$ cat config.mk
export PLATFORM = sky130hd
export DESIGN_NAME = sgs_status
export DESIGN_NICKNAME = d
export VERILOG_FILES = /design/src/verilog/sgs_pkg.sv /design/src/verilog/sgs_status.sv /design/src/verilog/sgs_stab_timer.sv
export SDC_FILE = /design/constraint.sdc
export NUM_CORES = 1
export LEC_CHECK = 0
export BUFFER_PORTS_ARGS = -buffer_cell sky130_fd_sc_hd__clkbuf_2
export CAP_MARGIN = 20
export CELL_PAD_IN_SITES_DETAIL_PLACEMENT = 1
export CELL_PAD_IN_SITES_GLOBAL_PLACEMENT = 1
export CORE_MARGIN = 5
export CORE_UTILIZATION = 45
export CTS_CLUSTER_DIAMETER = 150
export DETAILED_ROUTE_END_ITERATION = 8
export PLACE_DENSITY_LB_ADDON = 0.12
export SLEW_MARGIN = 40
export SYNTH_ARGS = -nofsm -noshare
export SYNTH_HDL_FRONTEND = slang
export SYNTH_SLANG_ARGS = --single-unit
$ cat constraint.sdc
create_clock -name ref_clk_in -period 8.73 [get_ports ref_clk_in]
set_input_delay 1.3095 -clock ref_clk_in [delete_from_list [all_inputs] [get_ports ref_clk_in]]
set_output_delay 1.3095 -clock ref_clk_in [all_outputs]
set_load 0.1 [all_outputs]
$ cat src/verilog/sgs_pkg.sv
package sgs_pkg;

  // Register byte offsets
  localparam logic [5:0] OFF_MONITOR     = 6'h00;
  localparam logic [5:0] OFF_CPL_WIDTH   = 6'h04;
  localparam logic [5:0] OFF_INDEX_FMT   = 6'h08;
  localparam logic [5:0] OFF_GAIN_THR    = 6'h0C;
  localparam logic [5:0] OFF_GAIN_DELAY  = 6'h10;
  localparam logic [5:0] OFF_HOME_ACCEL  = 6'h14;
  localparam logic [5:0] OFF_HOME_DECEL  = 6'h18;
  localparam logic [5:0] OFF_DECEL_EFF   = 6'h1C;
  localparam logic [5:0] OFF_IRQ_STATUS  = 6'h20;
  localparam logic [5:0] OFF_IRQ_MASK    = 6'h24;
  localparam logic [5:0] OFF_OUT_POL     = 6'h28;

  // Monitor register bit positions
  localparam int MON_TORQUE_UNDER  = 0;
  localparam int MON_VEL_ERR_OVER  = 1;
  localparam int MON_VEL_ERR_UNDER = 2;
  localparam int MON_VEL_ERR_ALT   = 3;
  localparam int MON_WARNING       = 4;
  localparam int MON_REGION_A      = 5;
  localparam int MON_REGION_B      = 6;
  localparam int MON_REGION_C      = 7;
  localparam int MON_IN_POSITION   = 8;
  localparam int MON_STATIONARY    = 9;
  localparam int MON_W             = 10;

  // Interrupt status bit positions
  localparam int IRQ_COMPLETION = 0;
  localparam int IRQ_WARNING    = 1;
  localparam int IRQ_GAIN_SW    = 2;
  localparam int IRQ_W          = 3;

  // Field widths and ranges (times in 0.1 ms, accel in 0.1 s^-2)
  localparam int TIME_W = 17;
  localparam int THR_W  = 22;
  localparam int ERR_W  = 24;
  localparam int ACC_W  = 13;
  localparam logic signed [31:0] CPL_WIDTH_MAX  = 32'sd100000;
  localparam logic [TIME_W-1:0]  GAIN_DELAY_MAX = 17'd100000;
  localparam logic [THR_W-1:0]   GAIN_THR_MAX   = 22'd2621439;
  localparam logic [ACC_W-1:0]   ACCEL_MIN      = 13'd1;
  localparam logic [ACC_W-1:0]   ACCEL_MAX      = 13'd8000;

  // Reset values
  localparam logic signed [31:0] CPL_WIDTH_RST  = -32'sd10;
  localparam logic               INDEX_FMT_RST  = 1'b0;
  localparam logic [THR_W-1:0]   GAIN_THR_RST   = 22'd0;
  localparam logic [TIME_W-1:0]  GAIN_DELAY_RST = 17'd0;
  localparam logic [ACC_W-1:0]   HOME_ACCEL_RST = 13'd10;
  localparam logic [ACC_W-1:0]   HOME_DECEL_RST = 13'd0;

  // Timing: one timer tick is 0.1 ms
  localparam int CLK_PERIOD_NS = 10;
  localparam int TICK_TIME_US  = 100;
  localparam int TICK_CYCLES   = TICK_TIME_US * 1000 / CLK_PERIOD_NS;

  typedef enum logic [1:0] {
    CS_IDLE   = 2'b00,
    CS_MOVING = 2'b01,
    CS_WAIT   = 2'b11,
    CS_DONE   = 2'b10
  } sgs_cmp_state_t;

endpackage

$ cat src/verilog/sgs_status.sv
`timescale 1ns/1ps
`default_nettype none

// Function
// - Monitor bits show outputs after the settle timers but before output polarity.
// - Torque-under monitor is 1 when torque command is at or below limit.
// - Velocity-error-over monitor reads 1 at or above the limit.
// - Velocity-error-under monitors read 1 at or below the limit.
// - The warning monitor is 0 normally and 1 while a warning is present.
// - Each zone monitor A, B, C is 1 while the motor is inside that zone.
// - Width sign: <0 held, 0 error-based, >0 pulsed; default -1.0 ms.
// - Held mode keeps completion off |width| after start, then holds it.
// - Error-based mode drives completion from the current position error.
// - Pulsed mode emits a completion pulse of set width, 0.1 to 10000 ms.
// - Phase Z format 0 is index pulse, 1 is MSB format; default 0.
// - Gain threshold 0 disables switching, else 1 to 2621439; default 0.
// - Stationary gain after error stays at or below threshold for delay.
// - Gain delay is 0.0 to 10000.0 ms, default 0.0, a stability timer.
// - Home acceleration accepts 0.1 to 800.0 and defaults to 1.0.
// - Home decel 0.0, the default, uses acceleration; else 0.1 to 800.0.
module sgs_status
  import sgs_pkg::*;
#(
  parameter int TICK_CYCLES_P = TICK_CYCLES
) (
  input  wire logic              ref_clk_in,
  input  wire logic              rst_in,
  input  wire logic [5:0]        avs_address_in,
  input  wire logic              avs_read_in,
  input  wire logic              avs_write_in,
  input  wire logic [31:0]       avs_writedata_in,
  input  wire logic [3:0]        avs_byteenable_in,
  output logic [31:0]            avs_readdata_out,
  output logic                   avs_waitrequest_out,
  output logic                   irq_out,
  input  wire logic              torque_under_flag_in,
  input  wire logic              vel_err_over_flag_in,
  input  wire logic              vel_err_under_flag_in,
  input  wire logic              vel_err_under_alt_flag_in,
  input  wire logic              warning_flag_in,
  input  wire logic              region_a_flag_in,
  input  wire logic              region_b_flag_in,
  input  wire logic              region_c_flag_in,
  input  wire logic              pos_start_in,
  input  wire logic              pos_done_in,
  input  wire logic              pos_err_ok_in,
  input  wire logic [ERR_W-1:0]  pos_err_mag_in,
  input  wire logic              index_pulse_in,
  input  wire logic              index_msb_in,
  output logic                   in_position_output_out,
  output logic                   phase_z_out,
  output logic                   stationary_gain_out,
  output logic [ACC_W-1:0]       home_accel_out,
  output logic [ACC_W-1:0]       home_decel_eff_out
);

  if (TICK_CYCLES_P < 2) begin : g_bad_tick
    $error("sgs_status: TICK_CYCLES_P must be at least 2");
  end

  // Parameter registers
  logic signed [31:0] completion_width_reg;
  logic               index_pulse_format_reg;
  logic [THR_W-1:0]   gain_switch_threshold_reg;
  logic [TIME_W-1:0]  gain_switch_delay_reg;
  logic [ACC_W-1:0]   home_accel_reg;
  logic [ACC_W-1:0]   home_decel_reg;
  logic               output_polarity_reg;
  logic [IRQ_W-1:0]   irq_status_reg;
  logic [IRQ_W-1:0]   irq_mask_reg;
  logic [MON_W-3:0]   monitor_reg;
  logic               in_position_output_raw_reg;

  // Bus handshake
  logic               access_reg;
  logic [IRQ_W-1:0]   irq_taken_reg;
  logic               req;
  logic               done_access;
  logic               wr_en;
  logic               rd_status;
  logic [31:0]        rd_next;

  assign req         = avs_read_in || avs_write_in;
  assign done_access = req && access_reg;
  assign wr_en       = avs_write_in && access_reg && (&avs_byteenable_in);
  assign rd_status   = avs_read_in && access_reg
                       && avs_address_in == OFF_IRQ_STATUS;

  // Every access: one wait cycle, completes on the second edge
  always_ff @(posedge ref_clk_in or posedge rst_in) begin
    if (rst_in) begin
      access_reg          <= 1'b0;
      avs_waitrequest_out <= 1'b1;
    end else if (req && !access_reg) begin
      access_reg          <= 1'b1;
      avs_waitrequest_out <= 1'b0;
    end else begin
      access_reg          <= 1'b0;
      avs_waitrequest_out <= 1'b1;
    end
  end

  always_comb begin
    rd_next = 32'h0000_0000;
    case (avs_address_in)
      OFF_MONITOR:    rd_next[MON_W-1:0] = {stationary_gain_out,
                                            in_position_output_raw_reg, monitor_reg};
      OFF_CPL_WIDTH:  rd_next = completion_width_reg;
      OFF_INDEX_FMT:  rd_next[0] = index_pulse_format_reg;
      OFF_GAIN_THR:   rd_next[THR_W-1:0] = gain_switch_threshold_reg;
      OFF_GAIN_DELAY: rd_next[TIME_W-1:0] = gain_switch_delay_reg;
      OFF_HOME_ACCEL: rd_next[ACC_W-1:0] = home_accel_reg;
      OFF_HOME_DECEL: rd_next[ACC_W-1:0] = home_decel_reg;
      OFF_DECEL_EFF:  rd_next[ACC_W-1:0] = home_decel_eff_out;
      OFF_IRQ_STATUS: rd_next[IRQ_W-1:0] = irq_status_reg;
      OFF_IRQ_MASK:   rd_next[IRQ_W-1:0] = irq_mask_reg;
      OFF_OUT_POL:    rd_next[0] = output_polarity_reg;
      default:        rd_next = 32'h0000_0000;
    endcase
  end

  // Read data is captured in the wait cycle and stands at completion
  always_ff @(posedge ref_clk_in or posedge rst_in) begin
    if (rst_in) begin
      avs_readdata_out <= 32'h0000_0000;
      irq_taken_reg    <= '0;
    end else if (avs_read_in && !access_reg) begin
      avs_readdata_out <= rd_next;
      irq_taken_reg    <= rd_next[IRQ_W-1:0];
    end
  end

  // Writes outside the documented range leave the width, gain and home registers unchanged; other registers take bit 0 or the low bits
  always_ff @(posedge ref_clk_in or posedge rst_in) begin
    if (rst_in) begin
      completion_width_reg      <= CPL_WIDTH_RST;
      index_pulse_format_reg    <= INDEX_FMT_RST;
      gain_switch_threshold_reg <= GAIN_THR_RST;
      gain_switch_delay_reg     <= GAIN_DELAY_RST;
      home_accel_reg            <= HOME_ACCEL_RST;
      home_decel_reg            <= HOME_DECEL_RST;
      output_polarity_reg       <= 1'b0;
      irq_mask_reg              <= '0;
    end else if (wr_en) begin
      case (avs_address_in)
        OFF_CPL_WIDTH: begin
          if ($signed(avs_writedata_in) >= -CPL_WIDTH_MAX
              && $signed(avs_writedata_in) <= CPL_WIDTH_MAX) begin
            completion_width_reg <= $signed(avs_writedata_in);
          end
        end
        OFF_INDEX_FMT: begin
          index_pulse_format_reg <= avs_writedata_in[0];
        end
        OFF_GAIN_THR: begin
          if (avs_writedata_in <= 32'(GAIN_THR_MAX)) begin
            gain_switch_threshold_reg <= avs_writedata_in[THR_W-1:0];
          end
        end
        OFF_GAIN_DELAY: begin
          if (avs_writedata_in <= 32'(GAIN_DELAY_MAX)) begin
            gain_switch_delay_reg <= avs_writedata_in[TIME_W-1:0];
          end
        end
        OFF_HOME_ACCEL: begin
          if (avs_writedata_in >= 32'(ACCEL_MIN)
              && avs_writedata_in <= 32'(ACCEL_MAX)) begin
            home_accel_reg <= avs_writedata_in[ACC_W-1:0];
          end
        end
        OFF_HOME_DECEL: begin
          if (avs_writedata_in <= 32'(ACCEL_MAX)) begin
            home_decel_reg <= avs_writedata_in[ACC_W-1:0];
          end
        end
        OFF_IRQ_MASK: begin
          irq_mask_reg <= avs_writedata_in[IRQ_W-1:0];
        end
        OFF_OUT_POL: begin
          output_polarity_reg <= avs_writedata_in[0];
        end
        default: begin
        end
      endcase
    end
  end

  // Monitors sample the raw detector levels every cycle
  always_ff @(posedge ref_clk_in or posedge rst_in) begin
    if (rst_in) begin
      monitor_reg <= '0;
    end else begin
      monitor_reg[MON_TORQUE_UNDER]  <= torque_under_flag_in;
      monitor_reg[MON_VEL_ERR_OVER]  <= vel_err_over_flag_in;
      monitor_reg[MON_VEL_ERR_UNDER] <= vel_err_under_flag_in;
      monitor_reg[MON_VEL_ERR_ALT]   <= vel_err_under_alt_flag_in;
      monitor_reg[MON_WARNING]       <= warning_flag_in;
      monitor_reg[MON_REGION_A]      <= region_a_flag_in;
      monitor_reg[MON_REGION_B]      <= region_b_flag_in;
      monitor_reg[MON_REGION_C]      <= region_c_flag_in;
    end
  end

  // Completion notice
  sgs_cmp_state_t    cmp_state_reg;
  logic              mode_held;
  logic              mode_error;
  logic              mode_pulsed;
  logic [TIME_W-1:0] width_abs;
  logic              cpl_run;
  logic              cpl_reached;
  logic              in_position_output_next;

  assign mode_held   = completion_width_reg < 0;
  assign mode_error  = completion_width_reg == 32'sd0;
  assign mode_pulsed = completion_width_reg > 0;
  assign width_abs   = mode_held ? TIME_W'(-completion_width_reg)
                                 : TIME_W'(completion_width_reg);
  assign cpl_run     = mode_held ? (cmp_state_reg == CS_MOVING
                                    || cmp_state_reg == CS_WAIT)
                                 : (mode_pulsed
                                    && cmp_state_reg == CS_DONE);

  sgs_stab_timer #(
    .TICK_CYCLES (TICK_CYCLES_P),
    .CNT_W       (TIME_W)
  ) u_cpl_timer (
    .ref_clk_in  (ref_clk_in),
    .rst_in      (rst_in),
    .run_in      (cpl_run),
    .limit_in    (width_abs),
    .reached_out (cpl_reached)
  );

  always_ff @(posedge ref_clk_in or posedge rst_in) begin
    if (rst_in) begin
      cmp_state_reg <= CS_IDLE;
    end else if (pos_start_in) begin
      cmp_state_reg <= CS_MOVING;
    end else begin
      case (cmp_state_reg)
        CS_IDLE: begin
          cmp_state_reg <= CS_IDLE;
        end
        CS_MOVING: begin
          if (pos_done_in) begin
            cmp_state_reg <= mode_held ? CS_WAIT : CS_DONE;
          end
        end
        CS_WAIT: begin
          if (cpl_reached) begin
            cmp_state_reg <= CS_DONE;
          end
        end
        CS_DONE: begin
          if (mode_pulsed && cpl_reached) begin
            cmp_state_reg <= CS_IDLE;
          end
        end
        default: begin
          cmp_state_reg <= CS_IDLE;
        end
      endcase
    end
  end

  always_comb begin
    in_position_output_next = 1'b0;
    if (mode_held) begin
      in_position_output_next = cmp_state_reg == CS_DONE
                  || cmp_state_reg == CS_IDLE;
    end else if (mode_error) begin
      in_position_output_next = (cmp_state_reg == CS_DONE
                   || cmp_state_reg == CS_IDLE)
                  && pos_err_ok_in;
    end else begin
      in_position_output_next = cmp_state_reg == CS_DONE;
    end
  end

  // Monitor holds the raw level, the pin gets the polarity
  always_ff @(posedge ref_clk_in or posedge rst_in) begin
    if (rst_in) begin
      in_position_output_raw_reg           <= 1'b0;
      in_position_output_out <= 1'b0;
    end else begin
      in_position_output_raw_reg           <= in_position_output_next;
      in_position_output_out <= in_position_output_next ^ output_polarity_reg;
    end
  end

  // Automatic gain switching
  logic gain_run;
  logic gain_reached;

  assign gain_run = gain_switch_threshold_reg != '0
                    && pos_err_mag_in <= ERR_W'(gain_switch_threshold_reg);

  sgs_stab_timer #(
    .TICK_CYCLES (TICK_CYCLES_P),
    .CNT_W       (TIME_W)
  ) u_gain_timer (
    .ref_clk_in  (ref_clk_in),
    .rst_in      (rst_in),
    .run_in      (gain_run),
    .limit_in    (gain_switch_delay_reg),
    .reached_out (gain_reached)
  );

  always_ff @(posedge ref_clk_in or posedge rst_in) begin
    if (rst_in) begin
      stationary_gain_out <= 1'b0;
    end else begin
      stationary_gain_out <= gain_reached && gain_run;
    end
  end

  // Phase Z format and home-return settings
  always_ff @(posedge ref_clk_in or posedge rst_in) begin
    if (rst_in) begin
      phase_z_out        <= 1'b0;
      home_accel_out     <= HOME_ACCEL_RST;
      home_decel_eff_out <= HOME_ACCEL_RST;
    end else begin
      phase_z_out        <= index_pulse_format_reg ? index_msb_in
                                                   : index_pulse_in;
      home_accel_out     <= home_accel_reg;
      home_decel_eff_out <= (~|home_decel_reg) ? home_accel_reg
                                               : home_decel_reg;
    end
  end

  // Interrupts: rising events set, a status read clears what it returned
  logic [IRQ_W-1:0] irq_set;

  assign irq_set[IRQ_COMPLETION] = in_position_output_next
                                   && !in_position_output_raw_reg;
  assign irq_set[IRQ_WARNING]    = warning_flag_in
                                   && !monitor_reg[MON_WARNING];
  assign irq_set[IRQ_GAIN_SW]    = gain_reached && gain_run
                                   && !stationary_gain_out;

  always_ff @(posedge ref_clk_in or posedge rst_in) begin
    if (rst_in) begin
      irq_status_reg <= '0;
    end else if (rd_status) begin
      irq_status_reg <= (irq_status_reg & ~irq_taken_reg) | irq_set;
    end else begin
      irq_status_reg <= irq_status_reg | irq_set;
    end
  end

  always_ff @(posedge ref_clk_in or posedge rst_in) begin
    if (rst_in) begin
      irq_out <= 1'b0;
    end else begin
      irq_out <= |(irq_status_reg & irq_mask_reg);
    end
  end

endmodule

`default_nettype wire

$ cat src/verilog/sgs_stab_timer.sv
`timescale 1ns/1ps
`default_nettype none

module sgs_stab_timer
  import sgs_pkg::*;
#(
  parameter int TICK_CYCLES = 10000,
  parameter int CNT_W       = 17
) (
  input  wire logic             ref_clk_in,
  input  wire logic             rst_in,
  input  wire logic             run_in,
  input  wire logic [CNT_W-1:0] limit_in,
  output logic                  reached_out
);

  localparam int PRE_W = (TICK_CYCLES > 1) ? $clog2(TICK_CYCLES) : 1;
  localparam logic [PRE_W-1:0] PRE_LAST = PRE_W'(TICK_CYCLES - 1);

  if (TICK_CYCLES < 1) begin : g_bad_tick
    $error("sgs_stab_timer: TICK_CYCLES must be at least 1");
  end

  logic [PRE_W-1:0] pre_reg;
  logic [CNT_W-1:0] cnt_reg;

  // Prescaler restarts with the run level so the first tick is a full one
  always_ff @(posedge ref_clk_in or posedge rst_in) begin
    if (rst_in) begin
      pre_reg <= '0;
    end else if (!run_in || pre_reg == PRE_LAST) begin
      pre_reg <= '0;
    end else begin
      pre_reg <= pre_reg + 1'b1;
    end
  end

  always_ff @(posedge ref_clk_in or posedge rst_in) begin
    if (rst_in) begin
      cnt_reg     <= '0;
      reached_out <= 1'b0;
    end else if (!run_in) begin
      cnt_reg     <= '0;
      reached_out <= 1'b0;
    end else if (cnt_reg >= limit_in) begin
      reached_out <= 1'b1;
    end else if (pre_reg == PRE_LAST) begin
      cnt_reg <= cnt_reg + 1'b1;
    end
  end

endmodule

`default_nettype wire

; ---- After elaboration in Yosys (flattened, before gate mapping)
; Index checks and enable logic that the tools add are counted.
[word_totals]
word_cells = 153
register_bits = 247
in_bits = 83
output_inout_bits = 63
[op_classes]
n_lt_le_gt_ge = 11
add_sub_neg = 5
bitwise = 6
reduce_logical = 45
eq_ne = 24
muxes = 34
[op_table]
columns = operator, n
row1 = two-way mux 17 bit, 7
row2 = one-hot mux 7 bit (7 select lines), 1
row3 = adder 17 x 1 -> 17 bit (second input constant), 2
row4 = >= comparator 17 bit, 2
row5 = >= comparator 32 x 1 -> 1 bit (second input constant), 1
row6 = >= comparator 32 x 18 -> 1 bit (second input constant), 1
row7 = greater-than comparator 32 x 1 -> 1 bit (second input constant), 1
row8 = less-or-equal comparator 32 x 13 -> 1 bit (second input constant), 1
row9 = less-or-equal comparator 32 x 17 -> 1 bit (second input constant), 1
row10 = less-or-equal comparator 32 x 18 -> 1 bit (second input constant), 1
row11 = less-or-equal comparator 32 x 22 -> 1 bit (second input constant), 1
row12 = zero test 32 bit, 1
row13 = < comparator 32 x 1 -> 1 bit (second input constant), 1
row14 = adder 14 x 1 -> 14 bit (second input constant), 2
row15 = == test 14 bit (second input constant), 2
row16 = two-way mux 14 bit, 2
row17 = == test 6 x 5 -> 1 bit (second input constant), 4
row18 = less-or-equal comparator 24 x 22 -> 1 bit, 1
row19 = nonzero test 22 bit, 1
row20 = == test 6 bit (second input constant), 3
row21 = one-hot mux 2 bit (9 select lines), 1
row22 = one-hot mux 3 bit (6 select lines), 1
row23 = AND reduction 3 bit, 6
row24 = negation 17 bit, 1
row25 = other kinds (30), 80

; ---- Depth between registers and ports, before layout
[logic_depth]
ltp_word = 8
depth_mapped = 15
depth_no_buf = 13

; ---- Modules after synthesis
; From an unflattened synthesis, not the netlist that was laid out.
[unflattened]
hier_cells = 1191
area_unflattened_um2 = 12642.1
[modules_own_cells]
columns = mod, cells_each, instances, seq_area_each_um2, area_each_um2
row1 = sgs_status, 735, 1, 4550.6, 8448.1
row2 = sgs_stab_timer, 228, 2, 800.8, 2097.0

; ---- Least setup slack after synthesis
; No wires, ideal clock.
[synth_path]
kind = register -> register
start = register completion_width_reg[8]
end = register u_cpl_timer.cnt_reg[1]
path_buffers = 2
setup_ns = 0.077
period_less_slack_ns = 3.726
path_stages_with_launch = 14
arrival_time_ns = 3.648
slack_ns = 5.004
required_time_ns = 8.653
cell_sequence = dfstp_2 > or4_1 > or4_1 > o41ai_1 > xor2_1 > ha_1 > nand4_1 > nor2_1 > nand3_1 > o221ai_1 > clkbuf_1 > clkbuf_1 > o21ai_0 > a21oi_1
[synth_via]
elab_chain_len = 5
word_cells_on_any_way = 11
cone_classes = add/sub (1) / order compare (3) / eq/ne (2) / mux (3) / reduce/logical (2)
[synth_lines]
columns = element, line
row1 = from (decl), sgs_status.sv:62  ; logic signed [31:0] completion_width_reg;
row2 = from (signal assigned), sgs_status.sv:149  ; completion_width_reg <= $signed(avs_writedata_in);
row3 = < comparator 32 x 1 -> 1 bit (tied with other cells), sgs_status.sv:214  ; assign mode_held = completion_width_reg < 0;
row4 = two-way mux 17 bit / logical AND 1 bit (equally long branches), "sgs_status.sv:217, sgs_status.sv:222"
row5 = >= comparator 17 bit / two-way mux 1 bit (equally long branches), "sgs_stab_timer.sv:45, sgs_status.sv:219"
row6 = != test 2 bit (no source line), -
row7 = AND reduction 2 bit (no source line), -
row8 = to (signal assigned), sgs_stab_timer.sv:48  ; cnt_reg <= cnt_reg + 1'b1;
row9 = to (decl), sgs_stab_timer.sv:25  ; logic [CNT_W-1:0] cnt_reg;
; Several ways; a longest one is shown, not always the timed one.
; A chain may end at the register's enable or synchronous reset.

; ---- Final worst setup path
[layout_path]
start = register completion_width_reg[0]
end = register u_cpl_timer.cnt_reg[7]
; The elaborated chain is that of the path after synthesis.

==> results.tsv <==
metric	value	unit
Max Freq	241	MHz
crit path DAT	4.62	ns
worst rel slew slack	39.3	%
Core Footprint	0.0276	mm²
Place WS	4.57	ns
status	completed	
most instantiated library cell after synthesis	dfrtp_1	
total grt overflow	0	
HPWL Detailed	28.3	mm
setup violators final	0	
min Tclk post-route	4.16	ns
Avg WL per Cell	22.7	µm
Fin Hold WS	0.396	ns
cell accounting for the most synthesized area	dfrtp_1	
Final Wtd Congestion	0.871	
clk_skew	0.0199	ns
Final Max Tran Viols	0	
Root Buffer	clkbuf_16	
largest net degree at the start of global routing	129	
via count	10300	
fillers	3080	
top cells by count, synth	dfrtp_1, nand2_1, o21ai_0, ha_1, nor2_1	
Gate Count Post-Synth	1184	
first-pass GRT wire length	61.4	mm
final period utilization	47.6	%
worst-margin pin slew	0.902	ns
die area	0.0313	mm²
Worst Path Max Fanout	21	
GRT Total Usage	24.8	%
internal power	0.00188	W
CP max stage cell	or3b_2	
Power Total	0.00245	W
area of the multi-input gates	0.00597	mm²
Core Rows	61	
synth top area cells	dfrtp_1, dfstp_2, ha_1	
Reg clk slew, reported paths	0.06	ns
number of top-level pins	146	
setup_tns	0	ns
Synth Flop Type	dfrtp_1	
Mapped Nets	1328	
fin area	0.0146	mm²
Post-CTS Setup Inserts	0	
TritonCTS clock tree	yes	
Seq pwr share	46.7	%
WL final	39.0	mm
Clk Latency, worst-skew pair	0.56	ns
vias in the first global route	10600	
Hold Fails Final Rpt	0	
Worst Setup Path Type	flip-flop to flip-flop	
vias per cell	5.99	
sequential area share after synthesis	49.1	%
# DRC	0	
Comb pwr share	5.1	%
Post-synth EDFFs	0	
Avg Inst Size Synth	10.6	µm²
maximum buffer depth of the clock tree	3	
Die W	177	µm
Worst Hold Class	flip-flop to flip-flop	
most frequent CP cell	ha_1	
Pleak	6.92	nW
CP Capture Type	flip-flop	
Post-CTS Resized	0	
synth warn	0	
Seq cells post-synth	244	
Area growth, synth to finish	16.2	%
CP startpoint kind	flip-flop	
Clock Power Share	48.2	%
initial DRC count	931	
Max IR drop VDD	0.145	mV
PortBufs	145	
H-Tree Depth	1	
ANT cells	0	
Max-cap violations	0	
FF/Latch Area	0.00615	mm²
initial antenna violation count	1	
WP data required	9.19	ns
DIE HEIGHT	177	µm
nets@finish	1462	
CTS Hold Buffers Added	0	
clock sinks	244	
share of the synthesized area in the top cell type	41.4	%
DRT antenna net count	0	
mapped cell area	0.0125	mm²
RSZ-0062 raised after global routing	false	
DRT Pass-1 Iters	5	
NetSw	0.000576	W
CP peak stage delay	0.50	ns
share of layout cells above drive strength 1	21.4	%
crit-path cells	inv_1 -> ha_1 -> or3b_2 -> nor4bb_1 -> a21boi_0 -> xnor2_1 -> ha_1 -> nand4_1 -> nor2_1 -> a221oi_2 -> o221ai_1 -> buf_4 -> or4_1 -> a21oi_1	
Initial Utilization	45.3	%
switching share of power	23.5	%
async set-or-reset flop fraction in the synthesized netlist	100	%
final setup margin	4.57	ns
Num CTS Buffers	27	
P per Cell Area	168	mW/mm²
Distinct cells, synth	75	
placed instance area	0.0136	mm²
==> per-layer routing <==
| layer | up-vias | part of all wire (%) | track usage [%] |
|---|---|---|---|
| met3 | 60 | 6.5 | 4.40 |
| met1 | 5214 | 45 | 35.8 |
| met5 | - | 0.033 | 0 |
| li1 | 4694 | - | - |
| met4 | 2 | 2.6 | 6.61 |
| met2 | 307 | 46 | 39.0 |
==> critical path: cells and delay by family, from the launching register on <==
family                   cells  cell delay [ns]
AND/OR/NAND/NOR              5             1.76
AO/OA/AOI/OAI                4             0.86
XOR/XNOR                     1             0.17
flip-flops                   1             0.46
buffers and inverters        2             0.33
adder cells (fa/ha/maj)      2             0.48
==> power by group through the flow <==
| stage | registers, W | clock network [W] | logic, W |
|---|---|---|---|
| floorplan | 0.00119 | 0 | 0.0000497 |
| global placement | 0.00117 | 0 | 0.000123 |
| detailed placement | 0.00117 | 0 | 0.000125 |
| CTS | 0.00115 | 0.00121 | 0.000126 |
| global route | 0.00115 | 0.00126 | 0.000137 |
| finish | 0.00115 | 0.00118 | 0.000125 |
==> cell type report <==
cell class | instances | area share [%]
Clock inverter | 6 | 0.593
Timing Repair Buffer | 159 | 5.73
Clock buffer | 44 | 5.71
Multi-Input combinational cell | 832 | 41.0
Sequential cell | 244 | 42.3
Tap cell | 378 | 3.25
Inverter | 54 | 1.48
==> layout by cell type, fill, tap and decap left out, types with 37 or more instances in the layout <==
master / instances
dfrtp_1: 207
a21o_1: 44
mux2_1: 47
clkbuf_2: 145
nand3_1: 51
nor2_1: 55
nand2_1: 88
a21oi_1: 51
dfstp_2: 37
ha_1: 61
o21ai_0: 69
inv_1: 53
==> metrics by stage <==
stage                     instances  utilization [%]
final                          1717             52.7
after global routing           1717             52.7
after CTS                      1717             52.7
after detailed placement       1667             49.4
after global placement         1666             49.2
after floorplan                1184                -
==> cell families (layout without fill, tap and decap cells) <==
group / after synthesis / after routing / share of synthesized area (%)
multiplexers: 70 / 70 / 6.57
AND/OR/NAND/NOR: 377 / 377 / 16.3
XOR/XNOR: 40 / 40 / 2.80
AO/OA/AOI/OAI: 284 / 284 / 15.5
adder cells (fa/ha/maj): 61 / 61 / 6.09
buffers and inverters: 108 / 263 / 3.59
flip-flops: 244 / 244 / 49.1
==> worst paths after layout <==
path                                              start                 endpoint  slack (ns)  cells after the start
min in group asynchronous                        rst_in     avs_readdata_out[15]        0.84                      2
worst max register to register  completion_width_reg[0]   u_cpl_timer.cnt_reg[7]        4.57                     14
max in group asynchronous                        rst_in  u_gain_timer.pre_reg[4]        6.72                      3
worst max-delay path            completion_width_reg[0]   u_cpl_timer.cnt_reg[7]        4.57                     14
worst min register to register        home_accel_reg[3]        home_accel_out[3]        0.40                      0
worst min-delay path                  home_accel_reg[3]        home_accel_out[3]        0.40                      0
Note: power is estimated with default switching activity, not from simulation.
